File: src/rtl/scm_pkg.sv
// Package for the serial clock-mode and time-slot block: constants, modes and carrier types.
// Function
// - Two channels run independently, each with own divider and recovery, one oscillator.
// - Eight clock modes per channel, chosen by a field of channel_config_one.
// - Mode 0 takes receive and transmit clocks straight from their own pins.
// - Mode 1 clocks both ways from receive pin; auxiliary and transmit pins are strobes.
// - Mode 2: divider on receive pin feeds recovery; transmit from pin or divider/16.
// - Mode 2 with divider/16 transmit and output bit set drives that clock out.
// - Mode 3: recovery circuit makes both clocks from the divided receive pin clock.
// - Mode 4: oscillator clocks both directions directly, optionally driven out.
// - Mode 6 equals mode 2 but the divider runs from the oscillator.
// - Mode 7 equals mode 3 but the divider runs from the oscillator.
// - Transmit clock pin becomes output only when transmit_pin_output_bit is set.
// - Recovery reference is the divider, factor 1 or 2, 4, 6 up to 2048.
// - Each channel's system clock is derived from its transmit clock.
// - Mode 5 moves data only inside windows 1 to 256 bits wide, per direction.
// - Slot location per direction: 256 slots plus 0..1 shift, 9 location bits.
// - Window opens 1 to 512 clocks after frame sync, lasts the programmed width.
// - Mode 5 drives the transmit clock pin low throughout the transmit window.
// - Send-request drops after second-last closing flag bit ending a window.
// - Mode 5 samples clear-to-send always; deassertion stops transmission at once.
package scm_pkg;

  localparam int NCH = 2;

  // Clock modes in register order, 0 to 7.
  typedef enum logic [2:0] {
    SCM_EXT, SCM_STROBE, SCM_CLOCK_RECOVERY_CIRCUIT_RX, SCM_CLOCK_RECOVERY_CIRCUIT_BOTH,
    SCM_OSC, SCM_SLOT, SCM_OSC_CLOCK_RECOVERY_CIRCUIT_RX, SCM_OSC_CLOCK_RECOVERY_CIRCUIT_BOTH
  } scm_mode_e;

  // Register byte offsets inside one channel, and the stride between channels.
  localparam logic [7:0] OFF_CONFIG_ONE  = 8'h00;
  localparam logic [7:0] OFF_CONFIG_TWO  = 8'h04;
  localparam logic [7:0] OFF_BAUD_DIV    = 8'h08;
  localparam logic [7:0] OFF_RX_WIDTH    = 8'h0c;
  localparam logic [7:0] OFF_TX_WIDTH    = 8'h10;
  localparam logic [7:0] OFF_RX_LOC      = 8'h14;
  localparam logic [7:0] OFF_TX_LOC      = 8'h18;
  localparam logic [7:0] OFF_STATUS      = 8'h1c;
  localparam logic [7:0] CH_STRIDE       = 8'h20;
  localparam logic [7:0] MAP_END         = 8'h40;

  // Bit positions in channel_config_two.
  localparam int C2_TSS    = 0;
  localparam int C2_TIO    = 1;
  localparam int C2_TRANSMIT_SHIFT_LSB   = 2;
  localparam int C2_RECEIVE_SHIFT_LSB   = 3;
  localparam int C2_DIVEN  = 4;
  localparam int C2_DIVHI  = 6;

  // Synchroniser lanes of one channel's pin inputs; the first struct field is the top bit.
  localparam int P_RXC = 4;
  localparam int P_AUX = 3;
  localparam int P_TXC = 2;
  localparam int P_RXD = 1;
  localparam int P_CTS = 0;
  localparam int NPIN  = 5;

  // Recovery circuit: 16 reference ticks per bit, sampling at mid-cell.
  localparam logic [3:0] CLOCK_RECOVERY_CIRCUIT_MID  = 4'h8;
  localparam logic [3:0] DIV16_END = 4'hf;
  localparam logic [9:0] POS_MAX   = 10'h3ff;
  localparam logic [1:0] RESP_OKAY   = 2'h0;
  localparam logic [1:0] RESP_SLVERR = 2'h2;

  // Pins of one channel as seen by the block.
  typedef struct packed {
    logic rx_clk;      // receive_clock_pin
    logic aux_clk;     // auxiliary_clock_pin
    logic tx_clk_in;   // transmit_clock_pin, input side
    logic rx_data;
    logic cts_n;
  } scm_pin_in_s;

  // Link-side outputs of one channel.
  typedef struct packed {
    logic rx_bit_en;
    logic tx_bit_en;
    logic rx_window;
    logic tx_window;
    logic send_request;
    logic tx_clk_out;
    logic tx_clk_oe;
  } scm_pin_out_s;

  // Transmitter status fed in from same-clock logic.
  typedef struct packed {
    logic busy;
    logic flag_second_last;
  } scm_tx_stat_s;

  // Full per-channel state.
  typedef struct packed {
    scm_mode_e           mode;
    logic [7:0]          cfg2;
    logic [7:0]          div_lo;
    logic [7:0]          rx_w;
    logic [7:0]          tx_w;
    logic [7:0]          rx_loc;
    logic [7:0]          tx_loc;
    logic [NPIN-1:0]     s1;
    logic [NPIN-1:0]     s2;
    logic [NPIN-1:0]     prev;
    logic [10:0]         brg_cnt;
    logic [3:0]          clock_recovery_circuit_cnt;
    logic [3:0]          div16;
    logic [9:0]          pos;
    logic                drop;
    scm_pin_out_s        out;
  } scm_ch_s;

endpackage : scm_pkg

File: src/rtl/scm_clock_slot.sv
// Two-channel clock-mode selection and time-slot window logic with an AXI4-Lite register slave.
//
// The register addresses and the AXI4-Lite interface to the registers are this design's own decisions.
module scm_clock_slot (
  // Clock and reset
  input  wire  logic                                     aclk,
  input  wire  logic                                     aresetn,
  // AXI4-Lite write address and data
  input  wire  logic                                     awvalid,
  output logic                                           awready,
  input  wire  logic [7:0]                               awaddr,
  input  wire  logic [2:0]                               awprot,
  input  wire  logic                                     wvalid,
  output logic                                           wready,
  input  wire  logic [31:0]                              wdata,
  input  wire  logic [3:0]                               wstrb,
  // AXI4-Lite write response
  output logic                                           bvalid,
  input  wire  logic                                     bready,
  output logic [1:0]                                     bresp,
  // AXI4-Lite read
  input  wire  logic                                     arvalid,
  output logic                                           arready,
  input  wire  logic [7:0]                               araddr,
  input  wire  logic [2:0]                               arprot,
  output logic                                           rvalid,
  input  wire  logic                                     rready,
  output logic [31:0]                                    rdata,
  output logic [1:0]                                     rresp,
  // Shared oscillator input and per-channel pins
  input  wire  logic                                     internal_oscillator,
  input  wire  scm_pkg::scm_pin_in_s  [scm_pkg::NCH-1:0] pin_in,
  output scm_pkg::scm_pin_out_s       [scm_pkg::NCH-1:0] pin_out,
  // Transmitter status per channel
  input  wire  scm_pkg::scm_tx_stat_s [scm_pkg::NCH-1:0] tx_stat
);

  typedef struct packed {
    scm_pkg::scm_ch_s [scm_pkg::NCH-1:0] ch;
    logic        osc_s1;
    logic        osc_s2;
    logic        osc_prev;
    logic        awready;
    logic        wready;
    logic        aw_held;
    logic [7:0]  aw_addr;
    logic        w_held;
    logic [31:0] w_data;
    logic [3:0]  w_strb;
    logic        bvalid;
    logic [1:0]  bresp;
    logic        arready;
    logic        rvalid;
    logic [31:0] rdata;
    logic [1:0]  rresp;
  } scm_state_s;

  localparam int NPIN_W = scm_pkg::NPIN;

  scm_state_s st_r;
  scm_state_s st_nxt;

  // Next-state logic for the bus slave and both channels.
  always_comb begin
    logic        osc_rise;
    logic [7:0]  off;
    logic        hit_ch;
    logic        ch_sel;
    logic [31:0] rd;
    logic        mapped;
    logic [NPIN_W-1:0] rise;
    logic        rxd_edge;
    logic        brg_in;
    logic        brg_tick;
    logic [10:0] fac_m1;
    logic        clock_recovery_circuit_tick;
    logic        div16_tick;
    logic [9:0]  pos_n;
    logic [10:0] rx_end;
    logic [10:0] tx_end;
    logic        rx_win;
    logic        tx_win;
    logic        rx_src;
    logic        tx_src;
    logic        cts_ok;
    logic        transmit_pin_output_bit;
    st_nxt     = st_r;
    osc_rise   = 1'b0;
    off        = 8'h00;
    hit_ch     = 1'b0;
    ch_sel     = 1'b0;
    rd         = 32'h0000_0000;
    mapped     = 1'b0;
    rise       = '0;
    rxd_edge   = 1'b0;
    brg_in     = 1'b0;
    brg_tick   = 1'b0;
    fac_m1     = 11'h000;
    clock_recovery_circuit_tick  = 1'b0;
    div16_tick = 1'b0;
    pos_n      = 10'h000;
    rx_end     = 11'h000;
    tx_end     = 11'h000;
    rx_win     = 1'b0;
    tx_win     = 1'b0;
    rx_src     = 1'b0;
    tx_src     = 1'b0;
    cts_ok     = 1'b0;
    transmit_pin_output_bit        = 1'b0;

    // Oscillator is shared by both channels; the first stage feeds only the second.
    st_nxt.osc_s1   = internal_oscillator;
    st_nxt.osc_s2   = st_r.osc_s1;
    st_nxt.osc_prev = st_r.osc_s2;
    osc_rise        = st_r.osc_s2 & ~st_r.osc_prev;

    // Capture write address and data independently; either may arrive first.
    if (awvalid && st_r.awready) begin
      st_nxt.aw_held = 1'b1;
      st_nxt.aw_addr = awaddr;
    end
    if (wvalid && st_r.wready) begin
      st_nxt.w_held = 1'b1;
      st_nxt.w_data = wdata;
      st_nxt.w_strb = wstrb;
    end
    if (st_r.bvalid && bready) begin
      st_nxt.bvalid = 1'b0;
    end

    // Perform the write once both halves are held and the response slot is free.
    if (st_r.aw_held && st_r.w_held && !st_r.bvalid) begin
      ch_sel = st_r.aw_addr[5];
      off    = st_r.aw_addr & (scm_pkg::CH_STRIDE - 8'h01);
      hit_ch = st_r.aw_addr < scm_pkg::MAP_END;
      st_nxt.aw_held = 1'b0;
      st_nxt.w_held  = 1'b0;
      st_nxt.bvalid  = 1'b1;
      st_nxt.bresp   = scm_pkg::RESP_OKAY;
      // Only byte lane 0 carries register data; upper lanes are ignored.
      if (!hit_ch) begin
        st_nxt.bresp = scm_pkg::RESP_SLVERR;
      end else if (!st_r.w_strb[0]) begin
        st_nxt.bresp = scm_pkg::RESP_OKAY;
      end else if (off == scm_pkg::OFF_CONFIG_ONE) begin
        st_nxt.ch[ch_sel].mode = scm_pkg::scm_mode_e'(st_r.w_data[2:0]);
      end else if (off == scm_pkg::OFF_CONFIG_TWO) begin
        st_nxt.ch[ch_sel].cfg2 = st_r.w_data[7:0];
      end else if (off == scm_pkg::OFF_BAUD_DIV) begin
        st_nxt.ch[ch_sel].div_lo = st_r.w_data[7:0];
      end else if (off == scm_pkg::OFF_RX_WIDTH) begin
        st_nxt.ch[ch_sel].rx_w = st_r.w_data[7:0];
      end else if (off == scm_pkg::OFF_TX_WIDTH) begin
        st_nxt.ch[ch_sel].tx_w = st_r.w_data[7:0];
      end else if (off == scm_pkg::OFF_RX_LOC) begin
        st_nxt.ch[ch_sel].rx_loc = st_r.w_data[7:0];
      end else if (off == scm_pkg::OFF_TX_LOC) begin
        st_nxt.ch[ch_sel].tx_loc = st_r.w_data[7:0];
      end else if (off != scm_pkg::OFF_STATUS) begin
        st_nxt.bresp = scm_pkg::RESP_SLVERR;
      end
    end

    // Reads answer one cycle after the address is taken.
    if (st_r.rvalid && rready) begin
      st_nxt.rvalid = 1'b0;
    end
    if (arvalid && st_r.arready) begin
      ch_sel = araddr[5];
      off    = araddr & (scm_pkg::CH_STRIDE - 8'h01);
      mapped = araddr < scm_pkg::MAP_END;
      if (!mapped) begin
        rd = 32'h0000_0000;
      end else if (off == scm_pkg::OFF_CONFIG_ONE) begin
        rd = {29'h0, st_r.ch[ch_sel].mode};
      end else if (off == scm_pkg::OFF_CONFIG_TWO) begin
        rd = {24'h00_0000, st_r.ch[ch_sel].cfg2};
      end else if (off == scm_pkg::OFF_BAUD_DIV) begin
        rd = {24'h00_0000, st_r.ch[ch_sel].div_lo};
      end else if (off == scm_pkg::OFF_RX_WIDTH) begin
        rd = {24'h00_0000, st_r.ch[ch_sel].rx_w};
      end else if (off == scm_pkg::OFF_TX_WIDTH) begin
        rd = {24'h00_0000, st_r.ch[ch_sel].tx_w};
      end else if (off == scm_pkg::OFF_RX_LOC) begin
        rd = {24'h00_0000, st_r.ch[ch_sel].rx_loc};
      end else if (off == scm_pkg::OFF_TX_LOC) begin
        rd = {24'h00_0000, st_r.ch[ch_sel].tx_loc};
      end else if (off == scm_pkg::OFF_STATUS) begin
        rd = {12'h000, st_r.ch[ch_sel].pos, 3'h0, st_r.ch[ch_sel].out};
      end else begin
        mapped = 1'b0;
      end
      st_nxt.rvalid = 1'b1;
      st_nxt.rdata  = rd;
      st_nxt.rresp  = mapped ? scm_pkg::RESP_OKAY : scm_pkg::RESP_SLVERR;
    end
    st_nxt.awready = !st_nxt.aw_held;
    st_nxt.wready  = !st_nxt.w_held;
    st_nxt.arready = !st_nxt.rvalid;

    // Each channel keeps its own divider, recovery counter and slot counter.
    for (int i = 0; i < scm_pkg::NCH; i++) begin
      st_nxt.ch[i].s1   = pin_in[i];
      st_nxt.ch[i].s2   = st_r.ch[i].s1;
      st_nxt.ch[i].prev = st_r.ch[i].s2;
      rise     = st_r.ch[i].s2 & ~st_r.ch[i].prev;
      rxd_edge = st_r.ch[i].s2[scm_pkg::P_RXD] ^ st_r.ch[i].prev[scm_pkg::P_RXD];
      transmit_pin_output_bit      = st_r.ch[i].cfg2[scm_pkg::C2_TIO];
      cts_ok   = !st_r.ch[i].s2[scm_pkg::P_CTS];

      // Divider input: oscillator in modes 6 and 7, receive pin otherwise.
      if (st_r.ch[i].mode == scm_pkg::SCM_OSC_CLOCK_RECOVERY_CIRCUIT_RX || st_r.ch[i].mode == scm_pkg::SCM_OSC_CLOCK_RECOVERY_CIRCUIT_BOTH) begin
        brg_in = osc_rise;
      end else begin
        brg_in = rise[scm_pkg::P_RXC];
      end
      // Factor 1 when disabled, else 2*(n+1) for a 10-bit n, reaching 2048.
      fac_m1 = st_r.ch[i].cfg2[scm_pkg::C2_DIVEN] ?
               {st_r.ch[i].cfg2[scm_pkg::C2_DIVHI +: 2], st_r.ch[i].div_lo, 1'b1} : 11'h000;
      brg_tick = brg_in && (st_r.ch[i].brg_cnt >= fac_m1);
      if (brg_tick) begin
        st_nxt.ch[i].brg_cnt = 11'h000;
      end else if (brg_in) begin
        st_nxt.ch[i].brg_cnt = st_r.ch[i].brg_cnt + 11'h001;
      end

      // Recovery: a data edge restarts the bit cell, the receive clock fires mid-cell.
      // This is a plain phase reset; it trades jitter filtering for small area.
      clock_recovery_circuit_tick = brg_tick && (st_r.ch[i].clock_recovery_circuit_cnt == scm_pkg::CLOCK_RECOVERY_CIRCUIT_MID);
      if (rxd_edge) begin
        st_nxt.ch[i].clock_recovery_circuit_cnt = 4'h0;
      end else if (brg_tick) begin
        st_nxt.ch[i].clock_recovery_circuit_cnt = st_r.ch[i].clock_recovery_circuit_cnt + 4'h1;
      end
      div16_tick = brg_tick && (st_r.ch[i].div16 == scm_pkg::DIV16_END);
      if (brg_tick) begin
        st_nxt.ch[i].div16 = st_r.ch[i].div16 + 4'h1;
      end

      // Frame position: frame sync on the auxiliary pin restarts the count.
      if (rise[scm_pkg::P_AUX]) begin
        pos_n = 10'h000;
      end else if (rise[scm_pkg::P_RXC] && st_r.ch[i].pos != scm_pkg::POS_MAX) begin
        pos_n = st_r.ch[i].pos + 10'h001;
      end else begin
        pos_n = st_r.ch[i].pos;
      end
      st_nxt.ch[i].pos = pos_n;
      // Window spans positions L+1 to L+W+1 with a 9-bit location L.
      rx_end = {2'b00, st_r.ch[i].rx_loc, st_r.ch[i].cfg2[scm_pkg::C2_RECEIVE_SHIFT_LSB]} + {3'b000, st_r.ch[i].rx_w} + 11'h001;
      tx_end = {2'b00, st_r.ch[i].tx_loc, st_r.ch[i].cfg2[scm_pkg::C2_TRANSMIT_SHIFT_LSB]} + {3'b000, st_r.ch[i].tx_w} + 11'h001;
      rx_win = (pos_n > {st_r.ch[i].rx_loc, st_r.ch[i].cfg2[scm_pkg::C2_RECEIVE_SHIFT_LSB]}) && ({1'b0, pos_n} <= rx_end);
      tx_win = (pos_n > {st_r.ch[i].tx_loc, st_r.ch[i].cfg2[scm_pkg::C2_TRANSMIT_SHIFT_LSB]}) && ({1'b0, pos_n} <= tx_end);

      // Per-mode clock sources and transmit clock pin function.
      st_nxt.ch[i].out.tx_clk_oe  = 1'b0;
      st_nxt.ch[i].out.tx_clk_out = 1'b0;
      rx_win = rx_win && (st_r.ch[i].mode == scm_pkg::SCM_SLOT);
      tx_win = tx_win && (st_r.ch[i].mode == scm_pkg::SCM_SLOT);
      case (st_r.ch[i].mode)
        scm_pkg::SCM_EXT: begin
          rx_src = rise[scm_pkg::P_RXC];
          tx_src = rise[scm_pkg::P_TXC];
        end
        scm_pkg::SCM_STROBE: begin
          rx_src = rise[scm_pkg::P_RXC] && st_r.ch[i].s2[scm_pkg::P_AUX];
          tx_src = rise[scm_pkg::P_RXC] && st_r.ch[i].s2[scm_pkg::P_TXC];
        end
        scm_pkg::SCM_CLOCK_RECOVERY_CIRCUIT_RX, scm_pkg::SCM_OSC_CLOCK_RECOVERY_CIRCUIT_RX: begin
          rx_src = clock_recovery_circuit_tick;
          if (st_r.ch[i].cfg2[scm_pkg::C2_TSS]) begin
            tx_src = div16_tick;
            st_nxt.ch[i].out.tx_clk_oe  = transmit_pin_output_bit;
            st_nxt.ch[i].out.tx_clk_out = !st_r.ch[i].div16[3];
          end else begin
            tx_src = rise[scm_pkg::P_TXC];
          end
        end
        scm_pkg::SCM_CLOCK_RECOVERY_CIRCUIT_BOTH, scm_pkg::SCM_OSC_CLOCK_RECOVERY_CIRCUIT_BOTH: begin
          rx_src = clock_recovery_circuit_tick;
          tx_src = clock_recovery_circuit_tick;
          st_nxt.ch[i].out.tx_clk_oe  = transmit_pin_output_bit;
          st_nxt.ch[i].out.tx_clk_out = st_r.ch[i].clock_recovery_circuit_cnt[3];
        end
        scm_pkg::SCM_OSC: begin
          rx_src = osc_rise;
          tx_src = osc_rise;
          st_nxt.ch[i].out.tx_clk_oe  = transmit_pin_output_bit;
          st_nxt.ch[i].out.tx_clk_out = st_r.osc_s2;
        end
        default: begin
          // Time-slot mode: shared receive pin clock gated by the windows; clear-to-send
          // is looked at every cycle so a drop stops the transmitter at once.
          rx_src = rise[scm_pkg::P_RXC] && rx_win;
          tx_src = rise[scm_pkg::P_RXC] && tx_win && cts_ok;
          st_nxt.ch[i].out.tx_clk_oe  = transmit_pin_output_bit;
          st_nxt.ch[i].out.tx_clk_out = !tx_win;
        end
      endcase

      // The transmit bit enable doubles as the channel's system clock enable.
      st_nxt.ch[i].out.rx_bit_en = rx_src;
      st_nxt.ch[i].out.tx_bit_en = tx_src;
      st_nxt.ch[i].out.rx_window = rx_win;
      st_nxt.ch[i].out.tx_window = tx_win;

      // Send-request falls early when the second-last flag bit closes a window.
      if (!tx_stat[i].busy) begin
        st_nxt.ch[i].drop = 1'b0;
      end else if (tx_src && tx_stat[i].flag_second_last && (st_r.ch[i].mode == scm_pkg::SCM_SLOT)
                   && ({1'b0, pos_n} == tx_end)) begin
        st_nxt.ch[i].drop = 1'b1;
      end
      st_nxt.ch[i].out.send_request = tx_stat[i].busy && !st_nxt.ch[i].drop;
    end
  end

  // State register; synchronous active-low reset clears everything.
  always_ff @(posedge aclk) begin
    if (!aresetn) begin
      st_r <= '0;
    end else begin
      st_r <= st_nxt;
    end
  end

  // Outputs come straight from the state register.
  assign awready = st_r.awready;
  assign wready  = st_r.wready;
  assign bvalid  = st_r.bvalid;
  assign bresp   = st_r.bresp;
  assign arready = st_r.arready;
  assign rvalid  = st_r.rvalid;
  assign rdata   = st_r.rdata;
  assign rresp   = st_r.rresp;
  for (genvar g = 0; g < scm_pkg::NCH; g++) begin : g_out
    assign pin_out[g] = st_r.ch[g].out;
  end

  // Per-channel checks.
  for (genvar g = 0; g < scm_pkg::NCH; g++) begin : g_chk

  end
endmodule : scm_clock_slot

File: config.mk
export PLATFORM = sky130hd
export DESIGN_NAME = scm_clock_slot
export DESIGN_NICKNAME = d
export VERILOG_FILES = /design/src/rtl/scm_pkg.sv /design/src/rtl/scm_clock_slot.sv
export SDC_FILE = /design/constraint.sdc
export NUM_CORES = 1
export LEC_CHECK = 0
export ABC_AREA = 1
export BUFFER_PORTS_ARGS = -buffer_cell sky130_fd_sc_hd__buf_2
export CORE_UTILIZATION = 40
export DETAILED_ROUTE_END_ITERATION = 7
export GPL_TIMING_DRIVEN = 0
export PLACE_DENSITY_LB_ADDON = 0.3
export SYNTH_ARGS = -nofsm -noshare
export SYNTH_HDL_FRONTEND = slang
export SYNTH_SLANG_ARGS = --single-unit
export TNS_END_PERCENT = 5
File: constraint.sdc
create_clock -name aclk -period 3.5 [get_ports aclk]
set_input_delay 0.525 -clock aclk [delete_from_list [all_inputs] [get_ports aclk]]
set_output_delay 0.525 -clock aclk [all_outputs]
set_load 0.01 [all_outputs]
==> Word-level counts from Yosys, hierarchy flattened <==
Cells that the tools add are included.
{ "totals": {"reg_bits": 296, "word_cells": 330} }
{ "op_classes": {"add_sub_neg": 16, "magnitude_cmp": 15, "n_eq_ne": 36, "mux": 99, "n_bitwise": 9, "reduce_logical": 95} }
{ "op_table": {"columns": ["op", "count"], "rows": [
  ["206-bit bitwise mux", 7],
  ["206-bit 2-to-1 mux", 7],
  ["103-bit demux with 1-bit select", 7],
  ["140-bit 2-to-1 mux", 3],
  ["103-bit 2-to-1 mux", 3],
  ["20-bit 2-to-1 mux", 9],
  ["100-bit 2-to-1 mux", 1],
  ["92-bit 2-to-1 mux", 1],
  ["84-bit 2-to-1 mux", 1],
  ["76-bit 2-to-1 mux", 1],
  ["68-bit 2-to-1 mux", 1],
  ["60-bit 2-to-1 mux", 1],
  ["10-bit by 1-bit adder with 11-bit output (second input constant)", 4],
  ["10-bit by 11-bit <= comparator with 1-bit output", 4],
  ["11-bit 2-to-1 mux", 4],
  ["1-bit logical AND", 42],
  ["9-bit by 8-bit adder with 10-bit output", 4],
  ["10-bit by 9-bit > comparator with 1-bit output", 4],
  ["10-bit 2-to-1 mux", 4],
  ["37-bit 2-to-1 mux", 1],
  ["5-bit equality test (second input constant)", 7],
  ["35-bit 2-to-1 mux", 1],
  ["8-bit nonzero test", 4],
  ["2-bit 2-to-1 mux", 13],
  ["37 further kinds", 136]
]} }

==> Longest topological paths before layout <==
Gate-level depths: netlist (run 1).
{ "logic_depth": {"word_depth": 19, "depth_mapped": 25} }

==> Least setup slack after synthesis (run 1) <==
OpenSTA, ideal clock, no wires.
{ "synth_timing": {"path_type": "register to register", "startpoint": "reg st_r[246] (netlist bit)", "endpoint": "reg st_r (netlist bit pin_out[9])", "setup_time_ns": 0.112, "t_arrival_ns": 2.768, "required_time_ns": 3.388, "setup_slack_ns": 0.620, "path_stages_with_launch": 23, "path_buffers": 0, "period_less_slack_ns": 2.880, "path_cell_list": "dfxtp_1 ha_1 nand2_1 o21ai_0 a21oi_1 o21bai_1 a21o_1 a21oi_1 o21ai_0 nand2_1 ha_1 nand2_1 inv_1 nand2_1 nor3_1 nand3_1 nand3b_1 nand2_1 nand3_1 nand2_1 nand3_1 nand2_1 nor2_1"} }
{ "synth_via": {"elab_chain_cells": 15, "word_cells_on_any_way": 17, "classes_between": "2 x add/sub; 2 x order compare; 1 x eq/ne; 3 x mux; 9 x reduce/logical"} }
{ "synth_lines": {"columns": ["element", "line_no", "source"], "rows": [
  ["start, declared", "scm_clock_slot.sv:60", "scm_state_s st_r;"],
  ["start signal, assigned", "scm_clock_slot.sv:323", "st_r <= st_nxt;"],
  ["9-bit by 8-bit adder with 10-bit output", "scm_clock_slot.sv:251", "tx_end = {2'b00, st_r.ch[i].tx_loc, st_r.ch[i].cfg2[scm_pkg::C2_TRANSMIT_SHIFT_LSB]} + {3'b000, st_r.ch[i].tx_ ..."],
  ["10-bit by 1-bit adder with 11-bit output", "scm_clock_slot.sv:251", null],
  ["10-bit by 11-bit <= comparator with 1-bit output", "scm_clock_slot.sv:253", "tx_win = (pos_n > {st_r.ch[i].tx_loc, st_r.ch[i].cfg2[scm_pkg::C2_TRANSMIT_SHIFT_LSB]}) && ({1'b0, pos_n} <= t ..."],
  ["1-bit logical AND", "scm_clock_slot.sv:253", null],
  ["1-bit logical AND", "scm_clock_slot.sv:259", "tx_win = tx_win && (st_r.ch[i].mode == scm_pkg::SCM_SLOT);"],
  ["1-bit logical AND (2 in a row)", "scm_clock_slot.sv:295", "tx_src = rise[scm_pkg::P_RXC] && tx_win && cts_ok;"],
  ["1-bit one-hot mux with 5 select lines", "scm_clock_slot.sv:260", "case (st_r.ch[i].mode)"],
  ["1-bit logical AND (2 in a row)", "scm_clock_slot.sv:310", "end else if (tx_src && tx_stat[i].flag_second_last && (st_r.ch[i].mode == scm_pkg::SCM_SLOT)"],
  ["1-bit logical AND *", "scm_clock_slot.sv:311", "&& ({1'b0, pos_n} == tx_end)) begin"],
  ["1-bit 2-to-1 mux *", "scm_clock_slot.sv:310", null],
  ["1-bit 2-to-1 mux *", "scm_clock_slot.sv:308", "if (!tx_stat[i].busy) begin"],
  ["1-bit zero test *", "scm_clock_slot.sv:314", "st_nxt.ch[i].out.send_request = tx_stat[i].busy && !st_nxt.ch[i].drop;"],
  ["1-bit logical AND *", "scm_clock_slot.sv:314", null]
]} }
Mark *: on every way between the ends. The rest lies on a longest branch, timed or not.
A chain may end at the register's enable or synchronous reset.

==> Worst setup path in the final report (run 1) <==
{ "layout_timing": {"startpoint": "reg st_r[261] (netlist bit)", "endpoint": "reg st_r (netlist bit pin_out[9])"} }
{ "layout_via": {"elab_chain_cells": 15, "word_cells_on_any_way": 16, "classes_between": "2 x add/sub; 1 x order compare; 1 x eq/ne; 3 x mux; 9 x reduce/logical"} }
{ "layout_lines": {"columns": ["element", "line_no"], "rows": [
  ["9-bit by 8-bit adder with 10-bit output *", "scm_clock_slot.sv:251"],
  ["10-bit by 1-bit adder with 11-bit output *", "scm_clock_slot.sv:251"],
  ["10-bit by 11-bit <= comparator with 1-bit output", "scm_clock_slot.sv:253"],
  ["1-bit logical AND", "scm_clock_slot.sv:253"],
  ["1-bit logical AND", "scm_clock_slot.sv:259"],
  ["1-bit logical AND (2 in a row)", "scm_clock_slot.sv:295"],
  ["1-bit one-hot mux with 5 select lines", "scm_clock_slot.sv:260"],
  ["1-bit logical AND (2 in a row)", "scm_clock_slot.sv:310"],
  ["1-bit logical AND *", "scm_clock_slot.sv:311"],
  ["1-bit 2-to-1 mux *", "scm_clock_slot.sv:310"],
  ["1-bit 2-to-1 mux *", "scm_clock_slot.sv:308"],
  ["1-bit zero test *", "scm_clock_slot.sv:314"],
  ["1-bit logical AND *", "scm_clock_slot.sv:314"]
]} }
Marks and branches as above.

==> results of run 1 <==
==> through the flow <==
stage                     instances  hold WS, ps
after detailed placement       2891          398
after global routing           2953          119
after global placement         2890          395
after CTS                      2945          107
after floorplan                2289          390
final                          2953          123
==> layout by cell type (no fill, tap or decap), types with 30 or more instances in the layout <==
| master | instances |
|---|---|
| clkbuf_1 | 56 |
| nand4_1 | 30 |
| inv_1 | 309 |
| ha_1 | 124 |
| buf_2 | 94 |
| a21oi_1 | 244 |
| o21ai_0 | 109 |
| nand2_1 | 466 |
| nand3_1 | 80 |
| buf_4 | 59 |
| o211ai_1 | 33 |
| nor3_1 | 34 |
| nor2_1 | 197 |
| dfxtp_1 | 246 |
==> how the worst max path moves through the flow <==
| stage | depth (start not counted) | slack (ps) | to |
|---|---|---|---|
| floorplan | 22 | 620 | pin_out[9] |
| CTS | 21 | 20 | pin_out[9] |
| global placement | 19 | -340 | pin_out[9] |
| detailed placement | 22 | -400 | pin_out[9] |
| global route | 24 | -100 | pin_out[2] |
| finish | 21 | 170 | pin_out[9] |
==> power groups by stage <==
| stage | clock, mW | combinational, mW | sequential, mW |
|---|---|---|---|
| 3_3_place_gp | 0 | 0.622 | 3.01 |
| 4_1_cts | 3.42 | 0.638 | 2.95 |
| 2_1_floorplan | 0 | 0.421 | 3.00 |
| 6_report | 3.37 | 0.653 | 2.95 |
| 3_5_place_dp | 0 | 0.630 | 3.02 |
| 5_1_grt | 3.52 | 0.725 | 2.96 |
==> cell usage after synthesis (3+ instances only) <==
| library cell | n |
|---|---|
| a211oi_1 | 29 |
| nor4_2 | 4 |
| buf_4 | 50 |
| xnor2_1 | 8 |
| buf_2 | 10 |
| nand2_4 | 3 |
| o2111ai_1 | 9 |
| ha_1 | 128 |
| nand2_2 | 9 |
| xor2_1 | 23 |
| a21o_1 | 6 |
| o21a_1 | 6 |
| buf_1 | 5 |
| nand2_1 | 467 |
| nor2_2 | 7 |
| o21ai_1 | 10 |
| o311ai_0 | 3 |
| a21oi_1 | 246 |
| a221oi_1 | 11 |
| o21ai_0 | 116 |
| nor4_1 | 13 |
| nor3_2 | 5 |
| and3_1 | 3 |
| dfxtp_1 | 251 |
| nand3_1 | 85 |
| clkbuf_1 | 54 |
| nor2_1 | 201 |
| clkinv_1 | 6 |
| a31oi_1 | 17 |
| inv_1 | 312 |
| a211oi_2 | 9 |
| o21bai_1 | 5 |
| fa_1 | 4 |
| nand4_1 | 30 |
| o211ai_1 | 33 |
| nor3_1 | 44 |
| nand3_2 | 6 |
| inv_2 | 17 |
==> layout make-up <==
| cell class | instances | area share [%] |
|---|---|---|
| Buffer | 121 | 3.67 |
| Clock buffer | 37 | 4.47 |
| Clock inverter | 16 | 1.35 |
| Inverter | 335 | 6.91 |
| Multi-Input combinational cell | 1582 | 49.8 |
| Sequential cell | 251 | 27.6 |
| Tap cell | 518 | 3.55 |
| Timing Repair Buffer | 93 | 2.67 |
==> worst max-delay path: stages, from the launching register on <==
cell,delay [ps]
dfxtp_1,300
inv_1,120
ha_2,240
fa_1,390
inv_1,90
nand4_1,130
nand3_1,130
a21oi_1,80
o21ai_1,150
xor2_1,90
ha_1,270
nand2_1,50
inv_1,70
nand2_1,90
nor3_2,110
nand3_1,80
nand3b_1,200
buf_4,190
nor4_2,160
nand3_1,150
nand2_1,90
nor2_1,40
==> per-layer routing <==
| layer | track usage [%] | vias up | wire (um) |
|---|---|---|---|
| met2 | 43.2 | 473 | 24300 |
| met4 | 10.6 | 0 | 2300 |
| met5 | 0 | - | 0 |
| met1 | 35.7 | 7316 | 24600 |
| li1 | - | 7766 | - |
| met3 | 2.94 | 113 | 3220 |
==> timing repair <==
action,4_1_cts,5_1_grt
endpoints found under the hold margin,0,0
pin swaps,0,7
endpoints found under the setup margin,12,12
resized for setup,14,43
setup buffers,1,8
==> state kept, by name (all words and copies together) (netlist names), 14 cells and up <==
signal / count
st_nxt: 22
st_r: 190
rdata: 18
pin_out: 14
==> cell families after synthesis <==
| group | after synthesis | synth area share, % |
|---|---|---|
| buffers and inverters | 456 | 12.2 |
| XOR/XNOR | 31 | 1.72 |
| AO/OA/AOI/OAI | 512 | 19.0 |
| adder cells (fa/ha/maj) | 132 | 10.6 |
| other | 1 | 0.0237 |
| flip-flops | 251 | 31.8 |
| AND/OR/NAND/NOR | 891 | 24.6 |
==> metrics.txt, run 1 <==
fin util=47.0%; TritonCTS clock tree=done; Synth Instances=approximately 2,300; antenna viol nets, final=0; worst r2r path cells=21; Multi-input gate area=9090 um^2; Async SR Flop Fraction=0%; Die Ht=roughly 200 um; Synth top area share=31.8%; initial antenna violation count=1; Yosys top cell by area=dfxtp_1; Setup Crit Path Kind=reg -> reg; crit path max fanout=3; setup TNS=0 ps; reg-to-reg startpoint=st_r[261]; Ant. Diodes=0; Final Hold Viols=0; Syn Area/Cell=~6.9 um^2; IO Count=between 100 and 150; clk_lat worst skew=about 580 ps; RSZ-0062 raised after global routing=true; Reg area=~5000 um^2; Initial DRC Count=1,171; crit path DAT=about 3800 ps; clock sinks=251; Worst-path clk slew=60 ps; Core Rows=72; Switch Pwr=~1.8 mW; Clock Path Buffers=3; crit path time final=3330 ps; drt drc=0; fraction of layout cells with a size suffix above 1=13.0%; fillers=roughly 4,000; Unique masters post-synth=61; IO buf count=just over 80; CP startpoint kind=flop; EDFF count, synth=0; DIE AREA=between 40,000 and 50,000 um^2; Congestion Overflow GR=0; vias in the first global route=between 10,000 and 15,000; WL final=between 50,000 and 60,000 um; Fmax=about 300 MHz; cts bufs inserted=29; Layout area overhead=15.6%; Yosys warning count=0; Final Cycle Share=95.1%; sequential area share after synthesis=a little under a third; CTS Hold Bufs=0; Hold Crit Depth=3; post-DP HPWL=roughly 44,000 um; # H-tree levels=1; Die Width=between 200 and 250 um; core area=between 30,000 and 40,000 um^2; Leak=8.13 nW; Comb pwr share=approximately a tenth; Max VDD drop=between 0.3 and 0.4 mV; launch point of the critical path=st_r[261]; nets@finish=2,625; routed len/inst=about 18 um; Critical R2R Capture=pin_out[9]; most area-consuming cells after synthesis=dfxtp_1 32%, nand2_1 11%, ha_1 10%, a21oi_1 7.8%, inv_1 7.4%; pre-CTS WS=-397 ps; Post-DP Area=~17,000 um^2; power share of the sequential group=~42%; Slew @ Worst Pin=1090 ps; CP required=roughly 4000 ps; max_slew headroom=between 20 and 30%; PD cells=around 380 nW/um^2; status=finished clean; setup slack after layout=172 ps; Setup Skew=20.1 ps; synthesized area=15,800 um^2; Primary FF master, synth=dfxtp_1; Final Power=roughly 7 mW; CTS root buffer=clkbuf_16; gr usage total=26.5%; first-pass GRT wire length=about 83,000 um; vias per cell=around 5.3; switch share=25.7%; Worst R2R Setup Slack=approximately 170 ps; max_cap viols=0; WHS Endpoint=st_nxt[235]; internal power=between 5 and 6 mW; nature of the critical path endpoint=flop; Finished Cell Area=about 18,000 um^2; Hold Crit Class=in -> reg; Pre-antenna DRT Iters=5; Final Max Slew Viols=0; DR vias=between 15,000 and 20,000; clock power share=between 40 and 50%; Hold Startpoint=pin_in[5]; Seq cells post-synth=around 250; Setup-failing EPs final=0; routability cong.=0.970; largest net degree at the start of global routing=15; initial cell density of the core=about two fifths
No activity file was read; power rests on OpenSTA's default activity.
==> run 2: changes to the inputs <==
GPL_TIMING_DRIVEN = unset   (was 0)
==> run 2 against run 1 <==
Highest routed layer unchanged. Critical endpoint unchanged. Non-clock buffer count fell by 86. Global-route usage is 2.6 points lower. Design area fell by 2.9%. Count of clock-buffer cells in the layout up 5.
==> metrics.txt, run 2 (same netlist as run 1, synthesis figures left out) <==
setup slack after layout=170 ps (-1.75 ps); core area=38,800 um^2 (unchanged); IO Count=135 (unchanged); routed len/inst=17.1 um (-7.1%); Slew @ Worst Pin=1230 ps (+144 ps); Largest register FFs=190 (unchanged); nature of the critical path endpoint=flop; largest net degree at the start of global routing=99 (+84); post-DP HPWL=38,300 um (-13%); internal power=5.01 mW (-3.4%); drt drc=0 (unchanged); nets@finish=2,539 (-3.3%); gr usage total=23.9% (-2.6 points); switch share=25.7% (-0.038 points); most common cell after layout, fill and taps aside=nand2_1; clk_lat worst skew=570 ps (about the same); crit path max fanout=3 (unchanged); Final Cycle Share=95.1% (about the same); Worst-path clk slew=60 ps (about the same); pre-CTS WS=96.8 ps (+494 ps); clock sinks=251 (unchanged); fin util=45.6% (-1.4 points); initial antenna violation count=0 (-1); DIE AREA=40,300 um^2 (unchanged); antenna viol nets, final=0 (unchanged); Final Power=6.74 mW (-3.4%); fraction of layout cells with a size suffix above 1=11.5% (-1.5 points); Fin Hold WS=137 ps (+14.5 ps); vias in the first global route=14,123 (-1.9%); CP required=3960 ps (-20 ps); first-pass GRT wire length=76,900 um (-6.8%); power share of the sequential group=43.8% (+1.5 points); DR vias=15,225 (-2.8%); Die Ht=201 um (unchanged); WL final=49,100 um (-9.8%); Final Max Slew Viols=0 (unchanged); RSZ-0062 raised after global routing=true; Hold Crit Class=in -> reg; vias per cell=5.31 (about the same); status=finished clean; cts bufs inserted=29 (unchanged); Ant. Diodes=0 (unchanged); Fmax=300 MHz (about the same); Congestion Overflow GR=0 (unchanged); Final Hold Viols=0 (unchanged); crit path time final=3330 ps (+1.75 ps); Comb pwr share=8.9% (-0.5 points); commonest cells after routing, fill and taps aside=466 x nand2_1, 312 x inv_1, 249 x dfxtp_1; Setup Skew=10.4 ps (-9.70 ps); Die Width=201 um (unchanged); clock power share=47.4% (-0.9 points); Clock Path Buffers=3 (unchanged); PD cells=380 nW/um^2 (-0.55%); Setup-failing EPs final=0 (unchanged); Initial DRC Count=1,225 (+4.6%); Top reg by flops=st_r; setup TNS=0 ps (unchanged); routability cong.=0.952 (-1.9%); CP startpoint kind=flop; Max VDD drop=0.319 mV (-6.6%); Switch Pwr=1.73 mW (-3.6%); Layout area overhead=12.2%; CTS Hold Bufs=0 (unchanged); max_slew headroom=17.5% (-9.4 points); Leak=7.91 nW (-2.7%); initial cell density of the core=40.7% (unchanged); IO buf count=85 (+2.4%); Pre-antenna DRT Iters=6 (+1); max_cap viols=0 (unchanged); Setup Crit Path Kind=reg -> reg; crit path DAT=3790 ps (about the same); CTS root buffer=clkbuf_16; # H-tree levels=1 (unchanged); Core Rows=72 (unchanged); TritonCTS clock tree=done
-- run 2: changes by cell type in the layout (fill, tap and decap cells not counted), moves of 4 or more --
| cell | delta |
|---|---|
| buf_4 | -18 |
| bufinv_16 | -4 |
| buf_1 | -5 |
| clkbuf_1 | -55 |
| nor3_4 | -4 |
| nor3_1 | +7 |
| buf_2 | -10 |
| clkbuf_8 | +6 |
-- run 2: timing repair --
item / in CTS / in global routing
setup endpoints to repair: 0 / 11
setup buffers: 0 / 2
gates resized for setup: 0 / 27
-- run 2: final cells by class --
cell class	count	area, um^2
fill	3922	21100
multi-input combinational	1582	8980
sequential	251	5030
inverter	335	1260
clock buffer	42	895
timing repair buffer	128	788
tap	518	648
clock inverter	12	129
-- run 2: worst paths after layout --
check	cells past startpoint	start	slack (ps)	endpoint
worst max-delay path	22	st_r[287]	170	pin_out[9]
worst min-delay path	3	pin_in[7]	140	st_nxt[237]
worst max register to register	22	st_r[287]	170	pin_out[9]
worst min register to register	2	st_nxt[133]	410	st_nxt[128]
-- run 2: metal layers --
metal | wire length, um | vias to the layer above | GRT usage, % | part of all wire [%]
li1 | - | 7583 | - | -
met2 | 22300 | 500 | 39.4 | 45
met1 | 22000 | 7046 | 32.3 | 45
met3 | 3050 | 96 | 2.56 | 6.2
met5 | 0 | - | 0 | 0
met4 | 1750 | 0 | 8.70 | 3.6
-- run 2: critical path, stage by stage (launching register included) --
cell      delay [ps]
dfxtp_1          330
inv_1             80
ha_1             210
fa_1             410
inv_1             90
nand4_1          120
nand3_1          130
a21oi_1           80
o21ai_1          140
xor2_1            90
ha_1             270
nand2_1           50
inv_1             70
nand2_1           80
nor3_2           110
nand3_1           90
nand3b_1         330
nand2_1          160
nand3_1           80
nand2_1           80
nand3_1          100
nand2_1           90
nor2_1            40
-- run 2: power by group through the flow --
stage | Sequential [mW] | Clock, mW | Combinational (mW)
after global placement | 3.01 | 0 | 0.575
after detailed placement | 3.01 | 0 | 0.586
after CTS | 2.95 | 3.25 | 0.588
after global routing | 2.95 | 3.37 | 0.670
final | 2.95 | 3.19 | 0.598
after floorplan | 3.00 | 0 | 0.421
-- run 2: metrics by stage --
step,area (um^2),instances
floorplan,15800,2289
global placement,16600,2812
detailed placement,16600,2812
CTS,17600,2866
global route,17700,2868
finish,17700,2868
